File: config.mk
export PLATFORM = sky130hd
export DESIGN_NAME = phase_accumulator_oscillator
export DESIGN_NICKNAME = d
export VERILOG_FILES = /design/src/logic/phase_acc_pkg.sv /design/src/logic/phase_accumulator_oscillator.sv
export SDC_FILE = /design/constraint.sdc
export NUM_CORES = 1
export LEC_CHECK = 0
export ABC_AREA = 1
export BUFFER_PORTS_ARGS = -buffer_cell sky130_fd_sc_hd__buf_2
export CORE_MARGIN = 2
export CORE_UTILIZATION = 45
export CTS_BUF_LIST = sky130_fd_sc_hd__clkbuf_4 sky130_fd_sc_hd__clkbuf_8 sky130_fd_sc_hd__clkbuf_16
export DETAILED_ROUTE_END_ITERATION = 7
export GPL_ROUTABILITY_DRIVEN = 0
export GPL_TIMING_DRIVEN = 0
export PLACE_DENSITY = 0.66
export SLEW_MARGIN = 10
export SYNTH_ARGS = -nofsm -noshare
export SYNTH_HDL_FRONTEND = slang
export SYNTH_SLANG_ARGS = --single-unit
File: constraint.sdc
create_clock -name sys_clk_in -period 2.9 [get_ports sys_clk_in]
set_clock_uncertainty 0.15 [all_clocks]
set_input_delay 0.725 -clock sys_clk_in [delete_from_list [all_inputs] [get_ports sys_clk_in]]
set_output_delay 0.725 -clock sys_clk_in [all_outputs]
set_load 0.1 [all_outputs]
File: src/logic/phase_acc_pkg.sv
`default_nettype none
package phase_acc_pkg;
  // Bus geometry.
  localparam int ADDR_W = 6;
  localparam int DATA_W = 32;
  // Register byte addresses.
  localparam logic [5:0] CTRL_OFS = 6'h00;
  localparam logic [5:0] CLKCFG_OFS = 6'h04;
  localparam logic [5:0] ACC_L_OFS = 6'h08;
  localparam logic [5:0] ACC_H_OFS = 6'h0C;
  localparam logic [5:0] ACC_U_OFS = 6'h10;
  localparam logic [5:0] INC_L_OFS = 6'h14;
  localparam logic [5:0] INC_H_OFS = 6'h18;
  localparam logic [5:0] INC_U_OFS = 6'h1C;
  localparam logic [5:0] IRQ_STAT_OFS = 6'h20;
  localparam logic [5:0] IRQ_CLR_OFS = 6'h24;
  localparam logic [5:0] IRQ_EN_OFS = 6'h28;
  // Control register field positions.
  localparam int CTRL_EN_BIT = 7;
  localparam int CTRL_OUT_BIT = 5;
  localparam int CTRL_POL_BIT = 4;
  localparam int CTRL_PFM_BIT = 0;
  // Clock configuration field positions.
  localparam int PWS_LSB = 5;
  localparam int CKS_LSB = 0;
  // Accumulator and increment geometry.
  localparam int ACC_W = 20;
  localparam int UPPER_W = 4;
  localparam int NUM_SRC = 14;
  // Clock select codes.
  localparam logic [3:0] CKS_SYSCLK = 4'h0;
  localparam logic [3:0] CKS_RESERVED = 4'hF;
  // Input-clock edges from a low-byte write to the buffer load.
  localparam logic [1:0] INC_LOAD_EDGES = 2'h2;
  // Values after reset.
  localparam logic [7:0] BYTE_RST = 8'h00;
  localparam logic [ACC_W-1:0] ACC_RST = 20'h00000;
  // Response codes.
  localparam logic [1:0] RESP_OKAY = 2'h0;
  localparam logic [1:0] RESP_SLVERR = 2'h2;
endpackage : phase_acc_pkg
`default_nettype wire

File: src/logic/phase_accumulator_oscillator.sv
// Overview of operation
// - The phase sum lives in a 20-bit accumulator.
// - Each selected input-clock rising edge adds the buffered increment.
// - The carry out of that addition is the raw overflow output.
// - Overflow rate is input rate times increment over two to twenty.
// - Increment is held in low, high and upper byte registers.
// - Software reads and writes the accumulator through three bytes.
// - Increment bytes are read/write; the adder uses a buffered copy.
// - Enabled: low-byte write loads all bytes on second edge after.
// - Disabled: any increment byte write loads the buffer at once.
// - The increment buffer has no address of its own.
// - A clock-select field picks the adder clock among several sources.
// - Overflow jitter is at most one input period, none without remainder.
// - Square-wave mode toggles the output on every overflow.
// - Pulse mode drives active for 1 to 128 periods after overflow.
// - The invert bit flips the final output; cleared means active high.
// - Each overflow sets a sticky flag until software clears it.
//
// Our own choices: the register offsets and the AXI4-Lite slave port.
`timescale 1ns/1ps
`default_nettype none
module phase_accumulator_oscillator
  import phase_acc_pkg::*;
(
  input wire logic sys_clk_in,
  input wire logic reset_in,
  input wire logic [NUM_SRC-1:0] clk_src_in,
  input wire logic [ADDR_W-1:0] s_axi_awaddr,
  input wire logic s_axi_awvalid,
  output logic s_axi_awready,
  input wire logic [DATA_W-1:0] s_axi_wdata,
  input wire logic [3:0] s_axi_wstrb,
  input wire logic s_axi_wvalid,
  output logic s_axi_wready,
  output logic [1:0] s_axi_bresp,
  output logic s_axi_bvalid,
  input wire logic s_axi_bready,
  input wire logic [ADDR_W-1:0] s_axi_araddr,
  input wire logic s_axi_arvalid,
  output logic s_axi_arready,
  output logic [DATA_W-1:0] s_axi_rdata,
  output logic [1:0] s_axi_rresp,
  output logic s_axi_rvalid,
  input wire logic s_axi_rready,
  output logic raw_overflow_carry_out,
  output logic osc_out,
  output logic irq_out
);

  logic aw_hold_r;
  logic w_hold_r;
  logic [ADDR_W-1:0] aw_addr_r;
  logic [7:0] w_byte_r;
  logic w_lane_r;
  logic bvalid_r;
  logic [1:0] bresp_r;
  logic rvalid_r;
  logic [DATA_W-1:0] rdata_r;
  logic [1:0] rresp_r;
  logic do_wr;
  logic wr_hit;
  logic do_rd;
  logic [7:0] rd_val;
  logic rd_hit;
  logic en_r;
  logic pol_r;
  logic pfm_r;
  logic [2:0] pws_r;
  logic [3:0] cks_r;
  logic [ACC_W-1:0] acc_r;
  logic [ACC_W-1:0] acc_nxt;
  logic carry_nxt;
  logic [7:0] inc_l_r;
  logic [7:0] inc_h_r;
  logic [UPPER_W-1:0] inc_u_r;
  logic [ACC_W-1:0] inc_buf_r;
  logic [1:0] load_wait_r;
  logic load_now_r;
  logic src_lvl;
  logic src_prev_r;
  logic tick;
  logic ovf;
  logic ovf_r;
  logic fdc_lvl_r;
  logic pf_arm_r;
  logic pf_lvl_r;
  logic [6:0] pw_cnt_r;
  logic [6:0] pw_len;
  logic out_r;
  logic stat_r;
  logic irq_en_r;
  logic wr_ctrl;
  logic wr_clk;
  logic wr_acc_l;
  logic wr_acc_h;
  logic wr_acc_u;
  logic wr_inc_l;
  logic wr_inc_h;
  logic wr_inc_u;
  logic wr_clr;
  logic wr_ien;

  // Address and data are taken separately; the write fires once both are held.
  assign s_axi_awready = !aw_hold_r && !bvalid_r;
  assign s_axi_wready = !w_hold_r && !bvalid_r;
  assign do_wr = aw_hold_r && w_hold_r && !bvalid_r;
  assign s_axi_bvalid = bvalid_r;
  assign s_axi_bresp = bresp_r;

  // Holding registers for the write address channel.
  always_ff @(posedge sys_clk_in)
  begin
    if (reset_in)
    begin
      aw_hold_r <= 1'b0;
      aw_addr_r <= '0;
    end
    else if (s_axi_awvalid && s_axi_awready)
    begin
      aw_hold_r <= 1'b1;
      aw_addr_r <= s_axi_awaddr;
    end
    else if (do_wr)
    begin
      aw_hold_r <= 1'b0;
    end
  end

  // Holding registers for the write data channel; only lane 0 carries data.
  always_ff @(posedge sys_clk_in)
  begin
    if (reset_in)
    begin
      w_hold_r <= 1'b0;
      w_byte_r <= BYTE_RST;
      w_lane_r <= 1'b0;
    end
    else if (s_axi_wvalid && s_axi_wready)
    begin
      w_hold_r <= 1'b1;
      w_byte_r <= s_axi_wdata[7:0];
      w_lane_r <= s_axi_wstrb[0];
    end
    else if (do_wr)
    begin
      w_hold_r <= 1'b0;
    end
  end

  // Per-register write strobes, gated by byte lane 0.
  always_comb
  begin
    wr_ctrl = 1'b0;
    wr_clk = 1'b0;
    wr_acc_l = 1'b0;
    wr_acc_h = 1'b0;
    wr_acc_u = 1'b0;
    wr_inc_l = 1'b0;
    wr_inc_h = 1'b0;
    wr_inc_u = 1'b0;
    wr_clr = 1'b0;
    wr_ien = 1'b0;
    wr_hit = 1'b1;
    case (aw_addr_r)
      CTRL_OFS: wr_ctrl = do_wr && w_lane_r;
      CLKCFG_OFS: wr_clk = do_wr && w_lane_r;
      ACC_L_OFS: wr_acc_l = do_wr && w_lane_r;
      ACC_H_OFS: wr_acc_h = do_wr && w_lane_r;
      ACC_U_OFS: wr_acc_u = do_wr && w_lane_r;
      INC_L_OFS: wr_inc_l = do_wr && w_lane_r;
      INC_H_OFS: wr_inc_h = do_wr && w_lane_r;
      INC_U_OFS: wr_inc_u = do_wr && w_lane_r;
      IRQ_STAT_OFS: wr_hit = 1'b1;
      IRQ_CLR_OFS: wr_clr = do_wr && w_lane_r;
      IRQ_EN_OFS: wr_ien = do_wr && w_lane_r;
      default: wr_hit = 1'b0;
    endcase
  end

  // Write response; unmapped addresses answer with a slave error.
  always_ff @(posedge sys_clk_in)
  begin
    if (reset_in)
    begin
      bvalid_r <= 1'b0;
      bresp_r <= RESP_OKAY;
    end
    else if (do_wr)
    begin
      bvalid_r <= 1'b1;
      bresp_r <= wr_hit ? RESP_OKAY : RESP_SLVERR;
    end
    else if (s_axi_bready)
    begin
      bvalid_r <= 1'b0;
    end
  end

  // Read channel: one read at a time, answered on the next edge.
  assign s_axi_arready = !rvalid_r;
  assign do_rd = s_axi_arvalid && !rvalid_r;
  assign s_axi_rvalid = rvalid_r;
  assign s_axi_rdata = rdata_r;
  assign s_axi_rresp = rresp_r;

  // Read mux; the increment buffer is deliberately not decoded.
  always_comb
  begin
    rd_val = BYTE_RST;
    rd_hit = 1'b1;
    case (s_axi_araddr)
      CTRL_OFS: rd_val = {en_r, 1'b0, out_r, pol_r, 3'h0, pfm_r};
      CLKCFG_OFS: rd_val = {pws_r, 1'b0, cks_r};
      ACC_L_OFS: rd_val = acc_r[7:0];
      ACC_H_OFS: rd_val = acc_r[15:8];
      ACC_U_OFS: rd_val = {4'h0, acc_r[19:16]};
      INC_L_OFS: rd_val = inc_l_r;
      INC_H_OFS: rd_val = inc_h_r;
      INC_U_OFS: rd_val = {4'h0, inc_u_r};
      IRQ_STAT_OFS: rd_val = {7'h00, stat_r};
      IRQ_CLR_OFS: rd_val = BYTE_RST;
      IRQ_EN_OFS: rd_val = {7'h00, irq_en_r};
      default: rd_hit = 1'b0;
    endcase
  end

  // Read data register; upper bits read as zero.
  always_ff @(posedge sys_clk_in)
  begin
    if (reset_in)
    begin
      rvalid_r <= 1'b0;
      rdata_r <= '0;
      rresp_r <= RESP_OKAY;
    end
    else if (do_rd)
    begin
      rvalid_r <= 1'b1;
      rdata_r <= {24'h000000, rd_val};
      rresp_r <= rd_hit ? RESP_OKAY : RESP_SLVERR;
    end
    else if (s_axi_rready)
    begin
      rvalid_r <= 1'b0;
    end
  end

  // Control and clock configuration registers.
  always_ff @(posedge sys_clk_in)
  begin
    if (reset_in)
    begin
      en_r <= 1'b0;
      pol_r <= 1'b0;
      pfm_r <= 1'b0;
      pws_r <= 3'h0;
      cks_r <= CKS_SYSCLK;
    end
    else
    begin
      if (wr_ctrl)
      begin
        en_r <= w_byte_r[CTRL_EN_BIT];
        pol_r <= w_byte_r[CTRL_POL_BIT];
        pfm_r <= w_byte_r[CTRL_PFM_BIT];
      end
      if (wr_clk)
      begin
        pws_r <= w_byte_r[PWS_LSB +: 3];
        cks_r <= w_byte_r[CKS_LSB +: 4];
      end
    end
  end

  // Source selection; code 0 ticks every cycle, the reserved code never.
  always_comb
  begin
    src_lvl = 1'b0;
    if (cks_r != CKS_SYSCLK && cks_r != CKS_RESERVED)
    begin
      src_lvl = clk_src_in[cks_r - 4'h1];
    end
  end

  // Remembers the last level of the selected source.
  always_ff @(posedge sys_clk_in)
  begin
    if (reset_in)
    begin
      src_prev_r <= 1'b0;
    end
    else
    begin
      src_prev_r <= src_lvl;
    end
  end

  // One tick per rising edge of the selected input clock.
  assign tick = (cks_r == CKS_SYSCLK) || (src_lvl && !src_prev_r);

  // Full adder; the carry above bit 19 is the raw overflow.
  assign {carry_nxt, acc_nxt} = {1'b0, acc_r} + {1'b0, inc_buf_r};
  // A software accumulator write displaces the add, so it reports no overflow either.
  assign ovf = en_r && tick && carry_nxt && !(wr_acc_l || wr_acc_h || wr_acc_u);

  // Accumulator: software byte writes take priority over an addition.
  always_ff @(posedge sys_clk_in)
  begin
    if (reset_in)
    begin
      acc_r <= ACC_RST;
    end
    else if (wr_acc_l || wr_acc_h || wr_acc_u)
    begin
      if (wr_acc_l)
      begin
        acc_r[7:0] <= w_byte_r;
      end
      if (wr_acc_h)
      begin
        acc_r[15:8] <= w_byte_r;
      end
      if (wr_acc_u)
      begin
        acc_r[19:16] <= w_byte_r[UPPER_W-1:0];
      end
    end
    else if (en_r && tick)
    begin
      acc_r <= acc_nxt;
    end
  end

  // Increment byte registers seen by software.
  always_ff @(posedge sys_clk_in)
  begin
    if (reset_in)
    begin
      inc_l_r <= BYTE_RST;
      inc_h_r <= BYTE_RST;
      inc_u_r <= '0;
    end
    else
    begin
      if (wr_inc_l)
      begin
        inc_l_r <= w_byte_r;
      end
      if (wr_inc_h)
      begin
        inc_h_r <= w_byte_r;
      end
      if (wr_inc_u)
      begin
        inc_u_r <= w_byte_r[UPPER_W-1:0];
      end
    end
  end

  // Load scheduling: countdown of input edges when enabled, next cycle when not.
  always_ff @(posedge sys_clk_in)
  begin
    if (reset_in)
    begin
      load_wait_r <= 2'h0;
      load_now_r <= 1'b0;
    end
    else
    begin
      load_now_r <= !en_r && (wr_inc_l || wr_inc_h || wr_inc_u);
      if (en_r && wr_inc_l)
      begin
        load_wait_r <= INC_LOAD_EDGES;
      end
      else if (!en_r)
      begin
        load_wait_r <= 2'h0;
      end
      else if (tick && load_wait_r != 2'h0)
      begin
        load_wait_r <= load_wait_r - 2'h1;
      end
    end
  end

  // Hidden double buffer feeding the adder; all three bytes load together.
  always_ff @(posedge sys_clk_in)
  begin
    if (reset_in)
    begin
      inc_buf_r <= ACC_RST;
    end
    else if (load_now_r || (tick && load_wait_r == 2'h1))
    begin
      inc_buf_r <= {inc_u_r, inc_h_r, inc_l_r};
    end
  end

  // Pulse length minus one: 2 to the power of the width field, less one.
  assign pw_len = 7'((8'h01 << pws_r) - 8'h01);

  // Square-wave stage toggles on each overflow.
  always_ff @(posedge sys_clk_in)
  begin
    if (reset_in)
    begin
      fdc_lvl_r <= 1'b0;
    end
    else if (ovf)
    begin
      fdc_lvl_r <= !fdc_lvl_r;
    end
  end

  // Pulse stage: active from the tick after overflow for the chosen length.
  always_ff @(posedge sys_clk_in)
  begin
    if (reset_in)
    begin
      pf_arm_r <= 1'b0;
      pf_lvl_r <= 1'b0;
      pw_cnt_r <= 7'h00;
    end
    else if (tick && pf_arm_r)
    begin
      pf_arm_r <= ovf;
      pf_lvl_r <= 1'b1;
      pw_cnt_r <= pw_len;
    end
    else
    begin
      if (ovf)
      begin
        pf_arm_r <= 1'b1;
      end
      if (tick && pf_lvl_r)
      begin
        if (pw_cnt_r == 7'h00)
        begin
          pf_lvl_r <= 1'b0;
        end
        else
        begin
          pw_cnt_r <= pw_cnt_r - 7'h01;
        end
      end
    end
  end

  // Final stage: mode select then polarity, registered.
  always_ff @(posedge sys_clk_in)
  begin
    if (reset_in)
    begin
      out_r <= 1'b0;
      ovf_r <= 1'b0;
    end
    else
    begin
      out_r <= (pfm_r ? pf_lvl_r : fdc_lvl_r) ^ pol_r;
      ovf_r <= ovf;
    end
  end

  assign osc_out = out_r;
  assign raw_overflow_carry_out = ovf_r;

  // Sticky overflow flag; a new overflow wins over a clear in the same cycle.
  always_ff @(posedge sys_clk_in)
  begin
    if (reset_in)
    begin
      stat_r <= 1'b0;
      irq_en_r <= 1'b0;
    end
    else
    begin
      if (ovf)
      begin
        stat_r <= 1'b1;
      end
      else if (wr_clr && w_byte_r[0])
      begin
        stat_r <= 1'b0;
      end
      if (wr_ien)
      begin
        irq_en_r <= w_byte_r[0];
      end
    end
  end

  // Level interrupt while an enabled flag is set.
  assign irq_out = stat_r && irq_en_r;

endmodule : phase_accumulator_oscillator
`default_nettype wire

### Word level (Yosys, flattened, before mapping)

Index checks and enable logic that the tools add are counted.
Widths: inputs -> output; s select.

* bits in registers: 119
* input port bits: 69
* output and inout bits: 44
* logic and storage cells: 172

* add/subtract/negate cells: 5
* order comparisons: 1
* equal/unequal tests: 27
* shift-type cells: 1
* muxes and demuxes: 44
* bitwise operators: 2
* reduce and logical (&&, ||, !) cells: 58

Operators by type and width (number)
* $pmux 8 s10: 1
* $eq 6x5->1 const B: 8
* $mux 20: 2
* $eq 6x6->1 const B: 6
* $mux 1: 29
* $eq 6x4->1 const B: 4
* $reduce_or 11->1: 2
* $add 20x20->21: 1
* $logic_and 1x1->1: 21
* $mux 7: 3
* $reduce_bool 2->1: 10
* $mux 8: 2
* $sub 7x1->7 const B: 2
* $eq 6x3->1 const B: 2
* $logic_not 6->1: 2
* $mux 2: 5
* $reduce_and 2->1: 5
* $logic_not 1->1: 8
* $ne 2x2->1 const B: 4
* $logic_not 7->1: 1
* $shl 1x3->7 const A: 1
* $logic_or 1x1->1: 6
* $lt 4x5->1 const B: 1
* $bmux 1 s4: 1
* other kinds (11): 11

### Logic depth before layout (Yosys ltp)

* depth in word-level cells: 11
* mapped depth: 23
* gate-level depth less buffers: 20

### Worst setup path after synthesis

No wires, ideal clock.

* kind: register to register
* from: reg bvalid_r, in the netlist s_axi_bvalid
* to: reg w_hold_r
* setup time: 0.070 ns
* data arrival time: 2.928 ns
* data required time: 2.680 ns
* slack: -0.248 ns
* stages on the path, launching flop included: 5
* buffers on the path: 1
* period minus slack after synthesis: 3.148 ns
* cells stage by stage: dfxtp_1 nor2_1 nand2_1 clkbuf_1 a21oi_1

* cells in the longest elaborated chain, start to end: 4
* elaborated cells on any way between the ends: 6
* classes of those cells: mux (1); reduce/logical (5)

RTL lines
* start, declared: RTL line phase_accumulator_oscillator.sv:55 `logic bvalid_r;`
* start signal, assigned: RTL line phase_accumulator_oscillator.sv:185 `bvalid_r <= 1'b0;`
* start signal, assigned: RTL line phase_accumulator_oscillator.sv:190 `bvalid_r <= 1'b1;`
* start signal, assigned: RTL line phase_accumulator_oscillator.sv:195 `bvalid_r <= 1'b0;`
* $logic_not 1->1 *: RTL line phase_accumulator_oscillator.sv:105 `assign s_axi_wready = !w_hold_r && !bvalid_r;`
* $logic_and 1x1->1 *: RTL line phase_accumulator_oscillator.sv:105
* named net s_axi_wready: RTL line phase_accumulator_oscillator.sv:34 `output logic s_axi_wready,`
* $logic_and 1x1->1 *: RTL line phase_accumulator_oscillator.sv:138 `else if (s_axi_wvalid && s_axi_wready)`
* $mux 1 or $reduce_bool 2->1 (tied branches)
* end signal, assigned: RTL line phase_accumulator_oscillator.sv:134 `w_hold_r <= 1'b0;`
* end signal, assigned: RTL line phase_accumulator_oscillator.sv:140 `w_hold_r <= 1'b1;`
* end signal, assigned: RTL line phase_accumulator_oscillator.sv:146 `w_hold_r <= 1'b0;`
* end, declared: RTL line phase_accumulator_oscillator.sv:51 `logic w_hold_r;`

The timed path passes the listed nets; every way through them passes the cells marked *.
A chain may end at the register's enable or synchronous reset.

### Final worst setup path

* from: reg cks_r[0]
* to: reg inc_buf_r[7]

* cells in the longest elaborated chain, start to end: 8
* elaborated cells on any way between the ends: 12
* classes of those cells: add/sub (1); eq/ne (1); mux (3); reduce/logical (7)

RTL lines
* start, declared: RTL line phase_accumulator_oscillator.sv:69 `logic [3:0] cks_r;`
* start signal, assigned: RTL line phase_accumulator_oscillator.sv:270 `cks_r <= w_byte_r[CKS_LSB +: 4];`
* $sub 4x1->4: RTL line phase_accumulator_oscillator.sv:281 `src_lvl = clk_src_in[cks_r - 4'h1];`
* $bmux 1 s4: RTL line phase_accumulator_oscillator.sv:281
* $mux 1 (implied by the code): RTL line phase_accumulator_oscillator.sv:281
* $mux 1: RTL line phase_accumulator_oscillator.sv:279 `if (cks_r != CKS_SYSCLK && cks_r != CKS_RESERVED)`
* $logic_and 1x1->1: RTL line phase_accumulator_oscillator.sv:299 `assign tick = (cks_r == CKS_SYSCLK) || (src_lvl && !src_prev_r);`
* $logic_or 1x1->1 *: RTL line phase_accumulator_oscillator.sv:299
* $logic_and 1x1->1 *: RTL line phase_accumulator_oscillator.sv:393 `else if (load_now_r || (tick && load_wait_r == 2'h1))`
* $logic_or 1x1->1 *: RTL line phase_accumulator_oscillator.sv:393
* end signal, assigned: RTL line phase_accumulator_oscillator.sv:395 `inc_buf_r <= {inc_u_r, inc_h_r, inc_l_r};`
* end, declared: RTL line phase_accumulator_oscillator.sv:76 `logic [ACC_W-1:0] inc_buf_r;`

Every way passes the cells marked *; elsewhere a longest branch is shown, timed or not. The select of a mux whose other input is x is not followed.

==> metrics.txt <==
# TYPE chip_impl_metric gauge
chip_impl_info{name="outcome",value="finished clean"} 1
chip_impl_info{name="worst_setup_path_class",value="reg -> reg"} 1
chip_impl_metric{name="finalSetupViolations",unit=""} 0
chip_impl_metric{name="design.die.area",unit="sq mm"} 0.0156
chip_impl_metric{name="dr.first_iter.drc_count",unit=""} 536
chip_impl_metric{name="final_min_period_over_clock_period",unit=""} 0.931
chip_impl_metric{name="hold_slack",unit="ps"} 312
chip_impl_metric{name="number_of_hold_violations_in_the_final_report",unit=""} 0
chip_impl_metric{name="power_leakage",unit="nW"} 3.52
chip_impl_metric{name="synth_cell_type_count",unit=""} 52
chip_impl_metric{name="synth.area.mux_share",unit=""} 0
chip_impl_info{name="clock_tree_from_tritoncts",value="yes"} 1
chip_impl_metric{name="synth_enable_flop_cells",unit=""} 0
chip_impl_metric{name="post_dp_cell_area",unit="sq mm"} 0.00719
chip_impl_metric{name="ioPinCount",unit=""} 113
chip_impl_metric{name="max_cap_violations",unit=""} 0
chip_impl_metric{name="remaining_drc_errors",unit=""} 0
chip_impl_metric{name="place_worst_setup_slack",unit="ps"} -24.8
chip_impl_metric{name="worst_margin_pin_slew",unit="ps"} 690
chip_impl_metric{name="nNetsFinal",unit=""} 1124
chip_impl_metric{name="grt_pass1_vias",unit=""} 6073
chip_impl_metric{name="switch_share",unit=""} 0.251
chip_impl_metric{name="cts.clk_slew.worst_paths",unit="ps"} 50
chip_impl_metric{name="power_report.internal_total",unit="mW"} 3.31
chip_impl_metric{name="layout.cells.non_filler",unit=""} 1225
chip_impl_metric{name="grt_antenna_before_repair",unit=""} 0
chip_impl_metric{name="finalPower",unit="mW"} 4.42
chip_impl_metric{name="finalInstanceArea",unit="sq mm"} 0.00789
chip_impl_info{name="commonest_register_cell_after_synthesis",value="sky130_fd_sc_hd__dfxtp_1"} 1
chip_impl_metric{name="buffer_ports.inserted",unit=""} 58
chip_impl_metric{name="avgSynthCellArea",unit="sq um"} 7.12
chip_impl_metric{name="timing.slew.headroom",unit=""} 0.540
chip_impl_metric{name="synthesized_area",unit="sq mm"} 0.00657
chip_impl_info{name="hold_path_start",value="fdc_lvl_r"} 1
chip_impl_metric{name="synth_sequential_area_ratio",unit=""} 0.356
chip_impl_metric{name="htreeDepth",unit=""} 4
chip_impl_info{name="synth_top_family_by_area",value="simple AND/OR/NAND/NOR gates"} 1
chip_impl_metric{name="slew_violations",unit=""} 0
chip_impl_metric{name="worst_vdd_rail_ir_drop",unit="V"} 0.000399
chip_impl_metric{name="wl_per_cell",unit="microns"} 16.2
chip_impl_metric{name="cts_hold_buf",unit=""} 0
chip_impl_metric{name="power.switching",unit="mW"} 1.11
chip_impl_metric{name="yosys.area_share.xor_xnor",unit=""} 0.0107
chip_impl_metric{name="maxClockFrequency",unit="MHz"} 370
chip_impl_metric{name="antenna_left",unit=""} 0
chip_impl_metric{name="detailroute.via_count",unit=""} 6636
chip_impl_metric{name="globalRoute.totalOverflow",unit=""} 0
chip_impl_metric{name="worst_ep_required_time",unit="ps"} 3090
chip_impl_metric{name="die_w",unit="microns"} 125
chip_impl_metric{name="grt_util_all_layers",unit=""} 0.260
chip_impl_info{name="hold_path_class",value="reg -> reg"} 1
chip_impl_metric{name="tritoncts.num_buffers",unit=""} 17
chip_impl_metric{name="p_per_area",unit="mW/mm^2"} 560
chip_impl_metric{name="portion_of_total_power_attributed_to_combinational_logic",unit=""} 0.101
chip_impl_metric{name="synth_adder_area_share",unit=""} 0.0526
chip_impl_metric{name="critPathArrivalTime",unit="ps"} 2890
chip_impl_info{name="startpoint_type",value="flop"} 1
chip_impl_metric{name="maximum_number_of_pins_on_one_net_before_global_route_repair",unit=""} 17
chip_impl_metric{name="floorplan.initialDensity",unit=""} 0.456
chip_impl_metric{name="placeableCoreArea",unit="sq mm"} 0.0144
chip_impl_metric{name="synth_compound_area_frac",unit=""} 0.226
chip_impl_metric{name="worst_path_maximum_fanout",unit=""} 11
chip_impl_metric{name="power.clock.fraction",unit=""} 0.522
chip_impl_metric{name="share_of_final_layout_standard_cells_stronger_than_drive_strength_1",unit=""} 0.163
chip_impl_info{name="worstReg2RegStart",value="cks_r[0]"} 1
chip_impl_info{name="synthTopCellsByArea",value="sky130_fd_sc_hd__dfxtp_1 (36%), sky130_fd_sc_hd__nand2_1 (8.7%), sky130_fd_sc_hd__o21ai_0 (6.7%)"} 1
chip_impl_metric{name="antenna-diode-count",unit=""} 0
chip_impl_info{name="critical_path.endpoint_type",value="flop"} 1
chip_impl_metric{name="area.growth.synth_to_final",unit="%"} 20.1
chip_impl_metric{name="wl",unit="microns"} 19800
chip_impl_metric{name="clkSinkCount",unit=""} 117
chip_impl_metric{name="post-route-worst-setup-slack",unit="ps"} 200
chip_impl_metric{name="yosysWarningCount",unit=""} 0
chip_impl_info{name="synth_top_area_cell",value="sky130_fd_sc_hd__dfxtp_1"} 1
chip_impl_info{name="grt_setup_unrepaired",value="false"} 1
chip_impl_metric{name="first_pass_grt_wire_length",unit="microns"} 32100
chip_impl_metric{name="detailed_place_hpwl",unit="microns"} 15300
chip_impl_metric{name="placement_rows",unit=""} 44
chip_impl_metric{name="cts.path.max_buffers",unit=""} 2
chip_impl_metric{name="drt_pre_antenna_iters",unit=""} 6
chip_impl_metric{name="synth_largest_type_area_fraction",unit=""} 0.356
chip_impl_metric{name="timing.final.crit_period",unit="ps"} 2700
chip_impl_metric{name="clkLatencyLatePin",unit="ps"} 420
chip_impl_metric{name="seqPwrFrac",unit=""} 0.377
chip_impl_metric{name="netlist_instances",unit=""} 923
chip_impl_metric{name="synthSimpleGateAreaFrac",unit=""} 0.241
chip_impl_info{name="cts_root_buffer",value="sky130_fd_sc_hd__clkbuf_16"} 1
chip_impl_metric{name="place_inst",unit=""} 1190
chip_impl_metric{name="route.detailed.vias_per_inst",unit=""} 5.42
chip_impl_metric{name="synth-seq-cells",unit=""} 117
chip_impl_metric{name="die_h",unit="microns"} 125
chip_impl_info{name="startpoint",value="cks_r[0]"} 1
chip_impl_metric{name="postSynth.asyncResetShare",unit=""} 0
## kinds of logic (layout without fill, tap and decap cells)
| kind of cell | after synthesis | in the layout |
|---|---|---|
| XOR/XNOR | 8 | 8 |
| AND/OR/NAND/NOR | 357 | 357 |
| adder cells (fa/ha/maj) | 27 | 27 |
| other | 1 | 26 |
| AO/OA/AOI/OAI | 255 | 255 |
| flip-flops | 117 | 117 |
| buffers and inverters | 158 | 251 |
## area by class of cell
| cell class | count | area, sq um |
|---|---|---|
| clock inverter | 10 | 178 |
| sequential | 117 | 2340 |
| fill | 1426 | 6530 |
| inverter | 101 | 382 |
| tap | 184 | 230 |
| buffer | 57 | 369 |
| multi-input combinational | 673 | 3610 |
| clock buffer | 22 | 469 |
| timing repair buffer | 61 | 313 |
## state kept, by name, summed over array words and instances, names as in the netlist, 2 cells and up
signal and flops:
inc_h_r 8, acc_r 20, inc_u_r 4, pws_r 3
inc_l_r 8, pw_cnt_r 7, cks_r 4, aw_addr_r 6
load_wait_r 2, inc_buf_r 20, s_axi_rdata 8, w_byte_r 8
## stage by stage
stage / setup TNS, ps / util
5_1_grt: 0 / 0.547
4_1_cts: 0 / 0.544
6_report: 0 / 0.547
2_1_floorplan: 0 / -
3_3_place_gp: -7.47 / 0.499
3_5_place_dp: -24.8 / 0.499
## cell usage after synthesis, types with 4 or more instances
master                        n
sky130_fd_sc_hd__a31oi_1     20
sky130_fd_sc_hd__o21bai_1     4
sky130_fd_sc_hd__buf_4       28
sky130_fd_sc_hd__dfxtp_1    117
sky130_fd_sc_hd__a211oi_1    30
sky130_fd_sc_hd__nor2_1     101
sky130_fd_sc_hd__nand2_2      4
sky130_fd_sc_hd__nand4_1      7
sky130_fd_sc_hd__or2_2        4
sky130_fd_sc_hd__a22oi_1      8
sky130_fd_sc_hd__inv_1       94
sky130_fd_sc_hd__clkbuf_1    18
sky130_fd_sc_hd__nor3_1      18
sky130_fd_sc_hd__nand3_1     53
sky130_fd_sc_hd__ha_1        26
sky130_fd_sc_hd__nand2_1    153
sky130_fd_sc_hd__o2111ai_1    7
sky130_fd_sc_hd__a21oi_1     78
sky130_fd_sc_hd__nand3_2      6
sky130_fd_sc_hd__xor2_1       5
sky130_fd_sc_hd__inv_2        6
sky130_fd_sc_hd__buf_2        6
sky130_fd_sc_hd__o21ai_0     88
## layer usage
| metal | share of wire | global-route usage |
|---|---|---|
| met1 | 0.44 | 0.345 |
| met2 | 0.45 | 0.419 |
| met3 | 0.070 | 0.0451 |
| met4 | 0.036 | 0.107 |
| met5 | 0 | 0 |
## power groups by stage
| stage | logic, mW | registers, mW | clock network (mW) |
|---|---|---|---|
| CTS | 0.445 | 1.66 | 2.32 |
| global route | 0.478 | 1.67 | 2.39 |
| detailed placement | 0.444 | 1.70 | 0 |
| finish | 0.446 | 1.66 | 2.31 |
| floorplan | 0.331 | 1.72 | 0 |
| global placement | 0.444 | 1.70 | 0 |
## worst paths after layout
path	to	slack, ps	cells after the start
worst min-delay path	fdc_lvl_r	310	2
worst max-delay path	inc_buf_r[7]	200	15
worst max register to register	inc_buf_r[7]	200	15
worst min register to register	fdc_lvl_r	310	2
## repair_timing
action	4_1_cts	5_1_grt
endpoints found under the hold margin	0	0
resized for setup	1	7
cloned	0	0
setup endpoints to repair	1	3
pin swaps	0	2
setup buffers	0	3
## critical path: stages (launching register included)
cell and delay (ps):
sky130_fd_sc_hd__dfxtp_2 330, sky130_fd_sc_hd__buf_6 110, sky130_fd_sc_hd__inv_4 40, sky130_fd_sc_hd__buf_8 130, sky130_fd_sc_hd__ha_4 260, sky130_fd_sc_hd__inv_1 90
sky130_fd_sc_hd__nand3_1 80, sky130_fd_sc_hd__nand3_1 90, sky130_fd_sc_hd__nand3_2 100, sky130_fd_sc_hd__nand4_4 110, sky130_fd_sc_hd__nand2_4 80, sky130_fd_sc_hd__buf_4 160
sky130_fd_sc_hd__a21oi_2 270, sky130_fd_sc_hd__inv_2 160, sky130_fd_sc_hd__clkbuf_2 250, sky130_fd_sc_hd__a21oi_1 220
## placed cells by master (no fill, tap or decap), drive strengths merged, types with 5 or more instances in the layout
cell type  count
a211oi        30
nor3          19
bufinv         5
nand4          8
nand2        159
xor2           5
nand3         59
nor2         104
o2111ai        7
o21ai         92
a31oi         20
a22oi          8
clkbuf        40
conb          26
dfxtp        117
a21oi         79
buf          100
ha            26
inv          101
Note: power is estimated with default switching activity, not from simulation.
